$ cat config.mk
export PLATFORM = sky130hd
export DESIGN_NAME = csw_ctrl
export DESIGN_NICKNAME = d
export VERILOG_FILES = /design/src/common/csw_pkg.sv /design/src/rtl/csw_ctrl.sv /design/src/rtl/csw_out_lane.sv
export VERILOG_INCLUDE_DIRS = /design/src /design/src/common
export SDC_FILE = /design/constraint.sdc
export NUM_CORES = 1
export LEC_CHECK = 0
export ABC_AREA = 0
export BUFFER_PORTS_ARGS = -buffer_cell sky130_fd_sc_hd__buf_2
export CORE_AREA = 2 2 186 152
export DETAILED_ROUTE_END_ITERATION = 10
export DIE_AREA = 0 0 188 154
export HOLD_SLACK_MARGIN = 0.06
export PLACE_DENSITY = 0.72
export SLEW_MARGIN = 20
export SYNTH_ARGS = -nofsm -noshare
export SYNTH_HDL_FRONTEND = slang
export SYNTH_SLANG_ARGS = --single-unit
$ cat constraint.sdc
create_clock -name clk_sys_i -period 1.79 [get_ports clk_sys_i]
set_input_delay 0.2685 -clock clk_sys_i [delete_from_list [all_inputs] [get_ports clk_sys_i]]
set_output_delay 0.2685 -clock clk_sys_i [all_outputs]
set_load 0.05 [all_outputs]
$ cat src/common/csw_defs.svh
// Constants of the crosspoint programming control block
`ifndef CSW_DEFS_SVH
`define CSW_DEFS_SVH

`define CSW_NUM_OUT      16
`define CSW_NUM_IN       16
`define CSW_SRC_W        4
`define CSW_ADDR_W       4
`define CSW_GRP_W        5
`define CSW_SHIFT_W      80
`define CSW_SHIFT_MSB    79
`define CSW_GRP_DRIVE    0
`define CSW_SHIFT_RST    80'h0
`define CSW_CLK_IDLE_RST 1'b0

`endif

$ cat src/common/csw_pkg.sv
// Types shared by the crosspoint programming control block
`include "csw_defs.svh"

package csw_pkg;

	// One output's routing: source number and drive enable
	typedef struct packed {
		logic [`CSW_SRC_W-1:0] src;
		logic                  drive;
	} csw_route_type;

	// Programming pins after synchronisation
	typedef struct packed {
		logic                   prog_clk;
		logic                   prog_data;
		logic                   update_n;
		logic                   chip_select_n;
		logic                   interface_select;
		logic [`CSW_ADDR_W-1:0] output_address;
		logic [`CSW_SRC_W-1:0]  source_select_bits;
		logic                   output_drive_bit;
		logic                   disable_n;
	} csw_pins_type;

endpackage

$ cat src/rtl/csw_ctrl.sv
// Programming control of a 16x16 crosspoint: two-rank latching and lanes
// Operation
// - Each output drives exactly one of 16 inputs, or none, per latched entry.
// - Loading fills the shift rank; a global update rank applies all at once.
// - Disable pin low turns every output off; registers keep their contents.
// - Interface select low means serial loading, high means parallel loading.
// - Clocked data and update transparency only while chip select is low.
// - Serial mode shifts the data pin in on every falling programming clock.
// - Serial word is one 5-bit group per output: four source bits, then enable.
// - Enable bit zero turns the output off and ignores its source bits.
// - Update rank is transparent while update and chip select are low.
// - Chained devices share controls; last device's bits are sent first.
// - Parallel falling edge loads addressed entry; matrix waits for update.
// - Several parallel writes may be collected, then applied by one update.
// - A parallel write changes only the addressed output's entry.
// - An off output stops driving so outputs can share a bus.
// - Source bits give the input number in binary, bit zero least.
// - Address bits give the output number in binary, bit zero least.
`timescale 1ns/1ps
`include "csw_defs.svh"

module csw_ctrl
	import csw_pkg::*;
(
	input  wire logic                         clk_sys_i,
	input  wire logic                         arst_n_i,
	input  wire logic                         clk_en_i,
	input  wire logic                         prog_clk_i,
	input  wire logic                         prog_data_i,
	input  wire logic                         update_n_i,
	input  wire logic                         chip_select_n_i,
	input  wire logic                         interface_select_i,
	input  wire logic [`CSW_ADDR_W-1:0]       output_address_i,
	input  wire logic [`CSW_SRC_W-1:0]        source_select_bits_i,
	input  wire logic                         output_drive_bit_i,
	input  wire logic                         disable_n_i,
	input  wire logic [`CSW_NUM_IN-1:0]       sig_in_i,
	output logic                              serial_out_o,
	output logic [`CSW_NUM_OUT-1:0]           sig_out_o,
	output logic [`CSW_NUM_OUT-1:0]           sig_oe_o,
	output csw_pkg::csw_route_type [`CSW_NUM_OUT-1:0] applied_route_o,
	output logic                              transparent_o
);

	import csw_pkg::*;

	////////////////////////////////////////////////////////////////////////
	// Group packing

	// Group layout in the shift rank, lowest bit arrives last:
	// bit 4 = source bit 0 ... bit 1 = source bit 3, bit 0 = enable
	function automatic csw_route_type grp_unpack(
		input logic [`CSW_GRP_W-1:0] grp
	);
		csw_route_type r;
		r.drive = grp[`CSW_GRP_DRIVE];
		r.src   = {grp[1], grp[2], grp[3], grp[4]};
		return r;
	endfunction

	function automatic logic [`CSW_GRP_W-1:0] grp_pack(
		input csw_route_type r
	);
		return {r.src[0], r.src[1], r.src[2], r.src[3], r.drive};
	endfunction

	////////////////////////////////////////////////////////////////////////
	// Pin synchronisers

	csw_pins_type pins_raw;
	csw_pins_type pins_meta_r;
	csw_pins_type pins_s_r;
	logic [`CSW_NUM_IN-1:0] sig_meta_r;
	logic [`CSW_NUM_IN-1:0] sig_s_r;

	assign pins_raw = '{
		prog_clk:           prog_clk_i,
		prog_data:          prog_data_i,
		update_n:           update_n_i,
		chip_select_n:      chip_select_n_i,
		interface_select:   interface_select_i,
		output_address:     output_address_i,
		source_select_bits: source_select_bits_i,
		output_drive_bit:   output_drive_bit_i,
		disable_n:          disable_n_i
	};

	// Inactive levels at reset so nothing is taken before real pins settle
	always_ff @(posedge clk_sys_i or negedge arst_n_i) begin
		if (!arst_n_i) begin
			pins_meta_r <= '{prog_clk: 1'b0, update_n: 1'b1,
				chip_select_n: 1'b1, disable_n: 1'b0, default: '0};
			pins_s_r    <= '{prog_clk: 1'b0, update_n: 1'b1,
				chip_select_n: 1'b1, disable_n: 1'b0, default: '0};
			sig_meta_r  <= '0;
			sig_s_r     <= '0;
		end else if (clk_en_i) begin
			pins_meta_r <= pins_raw;
			pins_s_r    <= pins_meta_r;
			sig_meta_r  <= sig_in_i;
			sig_s_r     <= sig_meta_r;
		end
	end

	////////////////////////////////////////////////////////////////////////
	// Falling edge of the programming clock

	logic prog_clk_d_r;
	logic fall_edge;
	logic selected;
	logic ser_wr;
	logic par_wr;

	assign fall_edge = prog_clk_d_r & ~pins_s_r.prog_clk;
	assign selected  = ~pins_s_r.chip_select_n;
	assign ser_wr    = fall_edge & selected
		& ~pins_s_r.interface_select;
	assign par_wr    = fall_edge & selected
		& pins_s_r.interface_select;

	always_ff @(posedge clk_sys_i or negedge arst_n_i) begin
		if (!arst_n_i) begin
			prog_clk_d_r <= `CSW_CLK_IDLE_RST;
		end else if (clk_en_i) begin
			prog_clk_d_r <= pins_s_r.prog_clk;
		end
	end

	////////////////////////////////////////////////////////////////////////
	// First rank: shift register, serially or per group loaded

	logic [`CSW_SHIFT_MSB:0] shift_r;
	logic [`CSW_SHIFT_MSB:0] shift_nxt;
	logic [`CSW_SHIFT_MSB:0] par_nxt;
	csw_route_type           par_route;

	assign par_route = '{src:   pins_s_r.source_select_bits,
		drive: pins_s_r.output_drive_bit};

	genvar g;
	generate
		for (g = 0; g < `CSW_NUM_OUT; g++) begin : gen_grp
			logic hit;
			assign hit = par_wr
				&& (pins_s_r.output_address == `CSW_ADDR_W'(g));
			// Unaddressed groups keep their bits
			assign par_nxt[g*`CSW_GRP_W +: `CSW_GRP_W] = hit
				? grp_pack(par_route)
				: shift_r[g*`CSW_GRP_W +: `CSW_GRP_W];
		end
	endgenerate

	// New bit enters at the bottom, so the first group sent ends up on top
	assign shift_nxt = ser_wr
		? {shift_r[`CSW_SHIFT_MSB-1:0], pins_s_r.prog_data}
		: par_nxt;

	// Contents survive the disable pin; only the system reset clears them
	always_ff @(posedge clk_sys_i or negedge arst_n_i) begin
		if (!arst_n_i) begin
			shift_r <= `CSW_SHIFT_RST;
		end else if (clk_en_i) begin
			shift_r <= shift_nxt;
		end
	end

	assign serial_out_o = shift_r[`CSW_SHIFT_MSB];

	////////////////////////////////////////////////////////////////////////
	// Second rank: global update latch

	logic [`CSW_SHIFT_MSB:0] applied_r;
	logic                    applied_seen_r;
	logic                    open_latch;

	// Transparent level; while open the matrix tracks every shifted pattern
	assign open_latch    = ~pins_s_r.update_n & selected;
	assign transparent_o = open_latch;

	always_ff @(posedge clk_sys_i or negedge arst_n_i) begin
		if (!arst_n_i) begin
			applied_r      <= `CSW_SHIFT_RST;
			applied_seen_r <= 1'b0;
		end else if (clk_en_i) begin
			if (open_latch) begin
				applied_r      <= shift_r;
				applied_seen_r <= 1'b1;
			end
		end
	end

	////////////////////////////////////////////////////////////////////////
	// Output lanes

	logic lanes_allowed;

	// Lanes stay off until the update rank has been opened at least once
	assign lanes_allowed = pins_s_r.disable_n & applied_seen_r;

	generate
		for (g = 0; g < `CSW_NUM_OUT; g++) begin : gen_lane
			assign applied_route_o[g] =
				grp_unpack(applied_r[g*`CSW_GRP_W +: `CSW_GRP_W]);

			csw_out_lane u_lane (
				.clk_sys_i (clk_sys_i),
				.arst_n_i  (arst_n_i),
				.clk_en_i  (clk_en_i),
				.sig_in_i  (sig_s_r),
				.route_i   (applied_route_o[g]),
				.allow_i   (lanes_allowed),
				.sig_out_o (sig_out_o[g]),
				.sig_oe_o  (sig_oe_o[g])
			);
		end
	endgenerate

endmodule

$ cat src/rtl/csw_out_lane.sv
// One output lane: registered 16-to-1 selection with drive enable
`timescale 1ns/1ps
`include "csw_defs.svh"

module csw_out_lane
	import csw_pkg::*;
(
	input  wire logic                        clk_sys_i,
	input  wire logic                        arst_n_i,
	input  wire logic                        clk_en_i,
	input  wire logic [`CSW_NUM_IN-1:0]      sig_in_i,
	input  wire csw_pkg::csw_route_type      route_i,
	input  wire logic                        allow_i,
	output logic                             sig_out_o,
	output logic                             sig_oe_o
);

	logic sel_bit;
	logic oe_nxt;

	// Exactly one source when driving, none otherwise
	assign sel_bit = sig_in_i[route_i.src];
	assign oe_nxt  = route_i.drive & allow_i;

	always_ff @(posedge clk_sys_i or negedge arst_n_i) begin
		if (!arst_n_i) begin
			sig_out_o <= 1'b0;
			sig_oe_o  <= 1'b0;
		end else if (clk_en_i) begin
			// Data held at zero while off so a shared bus sees no stale level
			sig_out_o <= sel_bit & oe_nxt;
			sig_oe_o  <= oe_nxt;
		end
	end

endmodule

# ---- Yosys cells after proc, flatten, opt, wreduce, memory -nomap -nowiden
# Index checks and enable logic that the tools add are counted.
dict set report totals {
  regBits 256
  latchBits 0
  ramBits 0
  rom_bits 0
  inputBits 34
  output_inout_bits 114
  wordCells 243
  mem_count 0
}
dict set report op_classes {
  addsub 0
  multipliers 0
  div_mod_pow 0
  order_cmp 16
  eq_ne 15
  n_shift 0
  muxes 49
  bitwise 42
  reduce_logical 50
}
# op n
set ops {}
lappend ops {{less-than comparator 4 x 5 -> 1 bit, second input constant} 16}
lappend ops {{two-way mux 5 bit} 16}
lappend ops {{two-way mux 80 bit} 1}
lappend ops {{binary-select mux 1 bit (select 4 bit)} 16}
lappend ops {{AND 1 bit} 38}
lappend ops {{AND reduction 2 bit} 17}
lappend ops {{equality test 4 bit, second input constant} 8}
lappend ops {{nonzero test 2 bit} 16}
lappend ops {{equality test 4 x 3 -> 1 bit, second input constant} 4}
lappend ops {{logical AND 1 bit} 16}
lappend ops {{two-way mux 1 bit} 16}
lappend ops {{equality test 4 x 2 -> 1 bit, second input constant} 2}
lappend ops {{equality test 4 x 1 -> 1 bit, second input constant} 1}
lappend ops {{zero test 4 bit} 1}
lappend ops {{inverter 1 bit} 4}

# ---- Longest topological paths before layout
# Gate-level depths: netlist of run 1.
dict set report logic_depth {
  word_depth 7
  mapped_depth 6
  ltp_nobuf 3
}

# ---- Cells and area by module
# A second synthesis of run 1 with hierarchy kept.
dict set report hier_totals {
  hier_cells 970
  area_unflattened_um2 13555.5
}
# mod n_inst cells_per_inst area_each_um2 seq_area_each_um2
set modules_own_cells {}
lappend modules_own_cells {csw_ctrl 1 602 9571.7 5610.4}
lappend modules_own_cells {csw_out_lane 16 23 249.0 50.0}

# ---- Worst setup path before layout of run 1
# Ideal clock, no wire load.
dict set report synth_timing {
  kind {flip-flop to flip-flop}
  from {register pins_s_r[10] in the netlist's numbering}
  to {register shift_r[10]}
  setup_ns 0.128
  arrival_time_ns 1.852
  t_required_ns 1.662
  path_slack_ns -0.189
  path_stages_with_launch 6
  path_buffers 2
  synth_period_minus_slack_ns 1.979
  path_cell_list {dfrtp_1 buf_6 nor4b_4 buf_6 mux2_1 mux2_1}
}
dict set report synth_via {
  elab_chain_cells 4
  elab_cells_between_ends 7
  cone_classes {mux (1); bitwise (3); reduce/logical (3)}
}
# element line_no
set synth_rtl {}
lappend synth_rtl {{from (decl)} csw_ctrl.sv:72} ;# csw_pins_type pins_s_r;
lappend synth_rtl {{from (signal assigned)} csw_ctrl.sv:93} ;# pins_s_r <= '{prog_clk: 1'b0, update_n: 1'b1,
lappend synth_rtl {{from (signal assigned)} csw_ctrl.sv:99} ;# pins_s_r <= pins_meta_r;
lappend synth_rtl {{AND 1 bit or inverter 1 bit (tied branches)} {csw_ctrl.sv:119, csw_ctrl.sv:117}}
lappend synth_rtl {{logical AND 1 bit or AND 1 bit (tied branches)} {csw_ctrl.sv:144, csw_ctrl.sv:117}}
lappend synth_rtl {{nonzero test 2 bit (no source line)} -}
lappend synth_rtl {{AND reduction 2 bit (no source line)} -}
lappend synth_rtl {{to (signal assigned)} csw_ctrl.sv:161} ;# shift_r <= `CSW_SHIFT_RST;
lappend synth_rtl {{to (signal assigned)} csw_ctrl.sv:163} ;# shift_r <= shift_nxt;
lappend synth_rtl {{to (decl)} csw_ctrl.sv:132} ;# logic [`CSW_SHIFT_MSB:0] shift_r;
# Parallel ways exist; a longest one is shown, timed or not.
# A chain may end at the register's enable or synchronous reset.

# ---- Worst setup path in the final report of run 1
dict set report layout_timing {
  from {register pins_s_r[10] in the netlist's numbering}
  to {register shift_r[38]}
}
# Same word-level chain as after synthesis.

==> summary.txt, run 1 <==
PnR worst setup slack: -0.0863 ns
starting density of the core: 49.6%
largest net degree at the start of global routing: 69
CP max FO: 19
Antenna Cells: 0
Die Ht: 154 microns
Tightest Hold Check Type: primary input to register
Clk Latency, worst-skew pair: 0.53 ns
Pins Over Slew Limit: 0
violated checks: negative setup slack
Req. time, crit path: 2.20 ns
Overflow after GRT: 0
DP HPWL: 23.3 mm
vias per inst: 5.89
Post-Route WL: 35.5 mm
Die Wd: 188 microns
WL per Instance: 23.6 microns
Vias: 8,873
synthesis-stage register bit count: 256
DR pass1 iterations: 7
Lkg Pwr: 7.21 nW
CP Capture Type: register
CTS sink count: 256
Clock Tree Root: clkbuf_16
Core Util, Final: 60.6%
ANT nets after route: 0
antenna violations before repair: 0
Slew @ Worst Pin: 0.821 ns
post-layout min period: 1.88 ns
global-route wire length before repair: 55.9 mm
initial DRC count: 765
FF/Latch Area: 6420 sq um
peak supply drop: 1.01 mV
DP Worst Slack: -0.112 ns
slew margin rel.: 45.3%
CP startpoint kind: register
Synth Warn #: 0
synthesized area: 13,400 sq um
setup TNS: -2.99 ns
DRC viols: 0
Worst Skew: 0.0105 ns
commonest non-fill, non-tap cell in the layout: dfrtp_1
IO Pins: 148
post-synthesis area per instance: 14.0 sq um
Final Hold Vio Count: 0
final setup fails: 71
Post-Syn Instances: 955
sequential-to-total area share from yosys stat: 47.9%
CP arrival: 2.29 ns
Max Cap Viol: 0
H-tree levels: 1
GP Congestion: 0.806
fill count: 2,068
Power Dens Cells: 1750 nW/um^2
Final nets: 1,157
vias in the first global route: 9,178
Die Area: 29,000 sq um
row count: 54
area of the multi-input gates: 6560 sq um
status: finished with violations
Core Box Area: 27,000 sq um
kind of critical path: register to register
fin crit share: 105%
CTS buffer count: 27
Area Growth Syn to Fin: 22.2%
Distinct cells, synth: 34
RSZ-0062 raised after global routing: yes
IO buf count: 147
CTS tree: yes
CTS clk-pin slew, worst paths: 0.06 ns
most frequent cells in the layout: 248 x dfrtp_1, 149 x mux2_2, 143 x buf_2
CTS max path bufs: 3
net count after synthesis: 989
Max Fclk: 533 MHz
GRT Util Overall: 25.0%
layout cells sized above 1: 49.7%
[flip-flops by register name, indices dropped and copies added (netlist names)]
register and cells:
applied_r 80, shift_r 80, gen_lane.u_lane.sig_oe_o 16, gen_lane.u_lane.sig_out_o 16, sig_meta_r 16, sig_s_r 16, pins_meta_r 15, pins_s_r 10
par_route 5, applied_seen_r 1, prog_clk_d_r 1
[kinds of logic (layout without fill, tap and decap cells)]
kind of cell | after synthesis | count (layout) | synth area share, %
compound gates | 48 | 48 | 2.67
buf+inv | 134 | 321 | 5.49
flops | 256 | 256 | 47.9
mux | 431 | 431 | 39.6
simple gates | 86 | 86 | 4.30
[path summary, 6_finish.rpt]
check,startpoint,to,slack [ns],cells after the start
worst max-delay path,pins_s_r[10]$_DFFE_PN0P_,shift_r[38]$_DFFE_PN0P_,-0.09,5
worst min-delay path,clk_en_i,pins_s_r[11]$_DFFE_PN1P_,0.19,3
worst max register to register,pins_s_r[10]$_DFFE_PN0P_,shift_r[38]$_DFFE_PN0P_,-0.09,5
worst min register to register,applied_seen_r$_DFFE_PN0P_,applied_seen_r$_DFFE_PN0P_,0.47,1
max in group asynchronous,arst_n_i,shift_r[62]$_DFFE_PN0P_,0.99,3
min in group asynchronous,arst_n_i,gen_lane[12].u_lane.sig_oe_o$_DFFE_PN0P_,0.20,2
[cell usage after synthesis, drive strengths merged]
| library cell | instances | share of area (%) |
|---|---|---|
| dfrtp | 252 | 47 |
| nor4b | 1 | 0.18 |
| nor2 | 1 | 0.028 |
| nand3 | 16 | 0.60 |
| nand2b | 16 | 0.75 |
| a21oi | 16 | 1.0 |
| dfstp | 4 | 0.79 |
| or4 | 1 | 0.056 |
| clkbuf | 44 | 1.2 |
| o221ai | 16 | 1.0 |
| mux2 | 303 | 26 |
| nand4b | 4 | 0.26 |
| or2 | 1 | 0.047 |
| or4bb | 1 | 0.084 |
| nor3b | 1 | 0.056 |
| nand2 | 16 | 0.45 |
| buf | 74 | 3.8 |
| or4b | 4 | 0.30 |
| mux2i | 80 | 6.0 |
| nand3b | 16 | 0.90 |
| mux4 | 48 | 8.1 |
| and3 | 1 | 0.047 |
| nand4 | 1 | 0.047 |
| inv | 16 | 0.45 |
| o21ai | 16 | 0.60 |
| nand4bb | 6 | 0.51 |
[worst max-delay path, stage by stage, from the launching register on]
cell,delay [ns]
dfrtp_1,0.41
nor4b_4,0.34
buf_6,0.19
buf_12,0.17
mux2_1,0.33
mux2_1,0.30
[timing repair]
item,4_1_cts,5_1_grt
hold buffers,32,0
setup endpoints to repair,80,82
hold endpoints to repair,283,0
pin swaps,2,0
resized for setup,37,26
buffers inserted,5,2
[report_power, final]
| part | total (mW) | internal (mW) | switching, mW |
|---|---|---|---|
| Combinational | 12.2 | 5.34 | 6.87 |
| Sequential | 11.0 | 7.97 | 3.02 |
| Clock | 5.49 | 3.16 | 2.33 |
[final cells by class]
class	count	area share, %
clock buffers	38	4.75
clock inverters	10	0.521
inverters	16	0.367
multi-input cells	565	40.1
flip-flops and latches	256	39.3
well taps	364	2.79
repair buffers	257	12.2
[layer usage]
layer / up-vias / track usage [%] / wire length (microns) / share of wire (%)
met5: - / 0 / 0 / 0
met4: 0 / 6.52 / 772 / 2.2
met3: 53 / 6.41 / 2760 / 7.8
met2: 317 / 37.0 / 15600 / 44
met1: 4656 / 36.6 / 16400 / 46
li1: 3847 / - / - / -
[per-stage QoR]
step	area (sq um)	power (mW)	hold slack, ns	cells
after floorplan	13500	19.5	-0.0271	955
after global placement	14900	22.5	0.170	1420
after detailed placement	14900	22.8	0.171	1420
after CTS	16200	28.6	0.177	1505
after global routing	16300	30.0	0.182	1506
final	16300	28.7	0.187	1506
No activity file was read; power rests on OpenSTA's default activity.
==> run 2: changes to the inputs <==
--- a/config.mk
+++ b/config.mk
@@ -8,11 +8,10 @@
 export LEC_CHECK = 0
 export ABC_AREA = 0
 export BUFFER_PORTS_ARGS = -buffer_cell sky130_fd_sc_hd__buf_2
-export CORE_AREA = 2 2 186 152
+export CORE_AREA = 2 2 240 194
 export DETAILED_ROUTE_END_ITERATION = 10
-export DIE_AREA = 0 0 188 154
+export DIE_AREA = 0 0 242 196
 export HOLD_SLACK_MARGIN = 0.06
-export PLACE_DENSITY = 0.72
 export SLEW_MARGIN = 20
 export SYNTH_ARGS = -nofsm -noshare
 export SYNTH_HDL_FRONTEND = slang
==> run 2 against run 1 <==
The run still ends with negative setup slack left; global-route usage decreased by 8.6 points; highest routed layer unchanged; critical path depth increased by 1; clock power increased by 22%; first-iteration DRC count decreased by 5.5%; cell area increased by 7.9%; clock skew increased by 0.0085 ns; hold slack improved by 0.072 ns; utilization decreased by 22 points; largest cell class unchanged; worst setup slack got worse by 0.027 ns.
==> summary.txt, run 2 (synthesis gave the netlist of run 1 again) <==
status: finished with violations
violated checks: negative setup slack
Core Box Area: 45,200 sq um
vias in the first global route: 9,030
Clk Latency, worst-skew pair: 0.57 ns
CTS clk-pin slew, worst paths: 0.06 ns
H-tree levels: 1
Worst Skew: 0.0190 ns
GP Congestion: 0.754
CP Capture Type: register
ANT nets after route: 0
Overflow after GRT: 0
CP startpoint kind: register
Power Dens Cells: 1740 nW/um^2
CP bufs+invs: 3
Core Util, Final: 39.0%
kind of critical path: register to register
Top delay family on crit path: multiplexers
most frequent cells in the layout: 242 x dfrtp_1, 152 x mux2_4, 148 x mux2_2
WL per Instance: 22.6 microns
fill count: 4,228
FF/Latch Area: 6420 sq um
DRC viols: 0
Crit path depth: 6
CTS tree: yes
antenna violations before repair: 0
RSZ-0062 raised after global routing: yes
initial DRC count: 723
IO Pins: 148
final hold slack: 0.260 ns
r2r setup slk: -0.11 ns
CTS buffer count: 30
starting density of the core: 29.6%
Lkg Pwr: 7.70 nW
Critical Path Source: pins_s_r[10]$_DFFE_PN0P_
Max Fclk: 525 MHz
largest net degree at the start of global routing: 63
CP arrival: 2.34 ns
Clock Tree Root: clkbuf_16
Die Ht: 196 microns
global-route wire length before repair: 59.7 mm
Area Growth Syn to Fin: 31.9%
Die Wd: 242 microns
Req. time, crit path: 2.23 ns
Slowest-stage cell, CP: dfrtp_1
Tightest Hold Check Type: primary input to asynchronous set/reset pin
Register-to-Register Path Depth: 6
Final Hold Vio Count: 0
row count: 70
Slew @ Worst Pin: 0.593 ns
Cell Chain, Critical Path: nor4b_4 > buf_6 > clkbuf_16 > clkbuf_16 > mux2_4 > mux2_4
DR pass1 iterations: 5
fin crit share: 106%
Post-Route WL: 40.2 mm
post-layout min period: 1.90 ns
Die Area: 47,400 sq um
largest registers: applied_r (80), shift_r (80)
PnR worst setup slack: -0.113 ns
FF-to-FF Start: pins_s_r[10]$_DFFE_PN0P_
CP max FO: 7
Finished Layout Cells: 1,780
GRT Util Overall: 16.4%
Vias: 8,917
CP peak stage delay: 0.40 ns
Final nets: 1,177
slew margin rel.: 60.5%
Inst Count DP: 1,676
vias per inst: 5.01
Pins Over Slew Limit: 0
layout cells sized above 1: 58.0%
CTS max path bufs: 3
IO buf count: 147
CTS sink count: 256
DP HPWL: 25.7 mm
Max Cap Viol: 0
final setup fails: 79
peak supply drop: 0.891 mV
area of the multi-input gates: 6870 sq um
commonest non-fill, non-tap cell in the layout: dfrtp_1
-- run 2: where the power goes --
part	switching, mW	total (mW)	internal (mW)
sequential	2.97	11.0	7.99
combinational	7.07	13.1	6.05
clock	2.49	6.68	4.19
total	12.5	30.8	18.2
-- run 2: stage by stage --
stage / worst slack, ns / cell area, sq um / power (mW) / TNS, ns
after floorplan: -0.189 / 13500 / 19.5 / -14.42
after global placement: -0.122 / 15400 / 22.8 / -2.63
after detailed placement: -0.165 / 15400 / 23.0 / -3.47
after CTS: -0.0741 / 17100 / 30.3 / -1.76
after global routing: -0.156 / 17600 / 32.1 / -8.77
final: -0.113 / 17600 / 30.8 / -5.53
-- run 2: repair_timing --
action / CTS / global route
hold buffers: 32 / 0
gates cloned: 0 / 7
endpoints found under the hold margin: 86 / 0
resized for setup: 76 / 83
pin swaps: 8 / 4
endpoints found under the setup margin: 79 / 87
buffers inserted: 3 / 5
-- run 2: layout make-up --
| type | instances | area share (%) |
|---|---|---|
| clock buffers | 41 | 4.84 |
| diodes | 1 | 0.0142 |
| clock inverters | 15 | 1.31 |
| well taps | 612 | 4.34 |
| flip-flops and latches | 256 | 36.4 |
| multi-input cells | 565 | 39.0 |
| repair buffers | 274 | 13.8 |
| inverters | 16 | 0.340 |
-- run 2: path summary, 6_finish.rpt --
path,endpoint
max in group asynchronous,applied_r[38]$_DFFE_PN0P_
min reg2reg,applied_seen_r$_DFFE_PN0P_
max,shift_r[29]$_DFFE_PN0P_
min,applied_r[73]$_DFFE_PN0P_
max reg2reg,shift_r[29]$_DFFE_PN0P_
min in group clk_sys_i,gen_lane[14].u_lane.sig_oe_o$_DFFE_PN0P_
-- run 2: layer usage --
metal,GRT usage (%),part of all wire (%),vias up
met5,0,0,-
met4,4.32,2.1,0
met3,2.97,5.4,59
met2,25.0,45,257
met1,23.9,47,4735
li1,-,-,3866
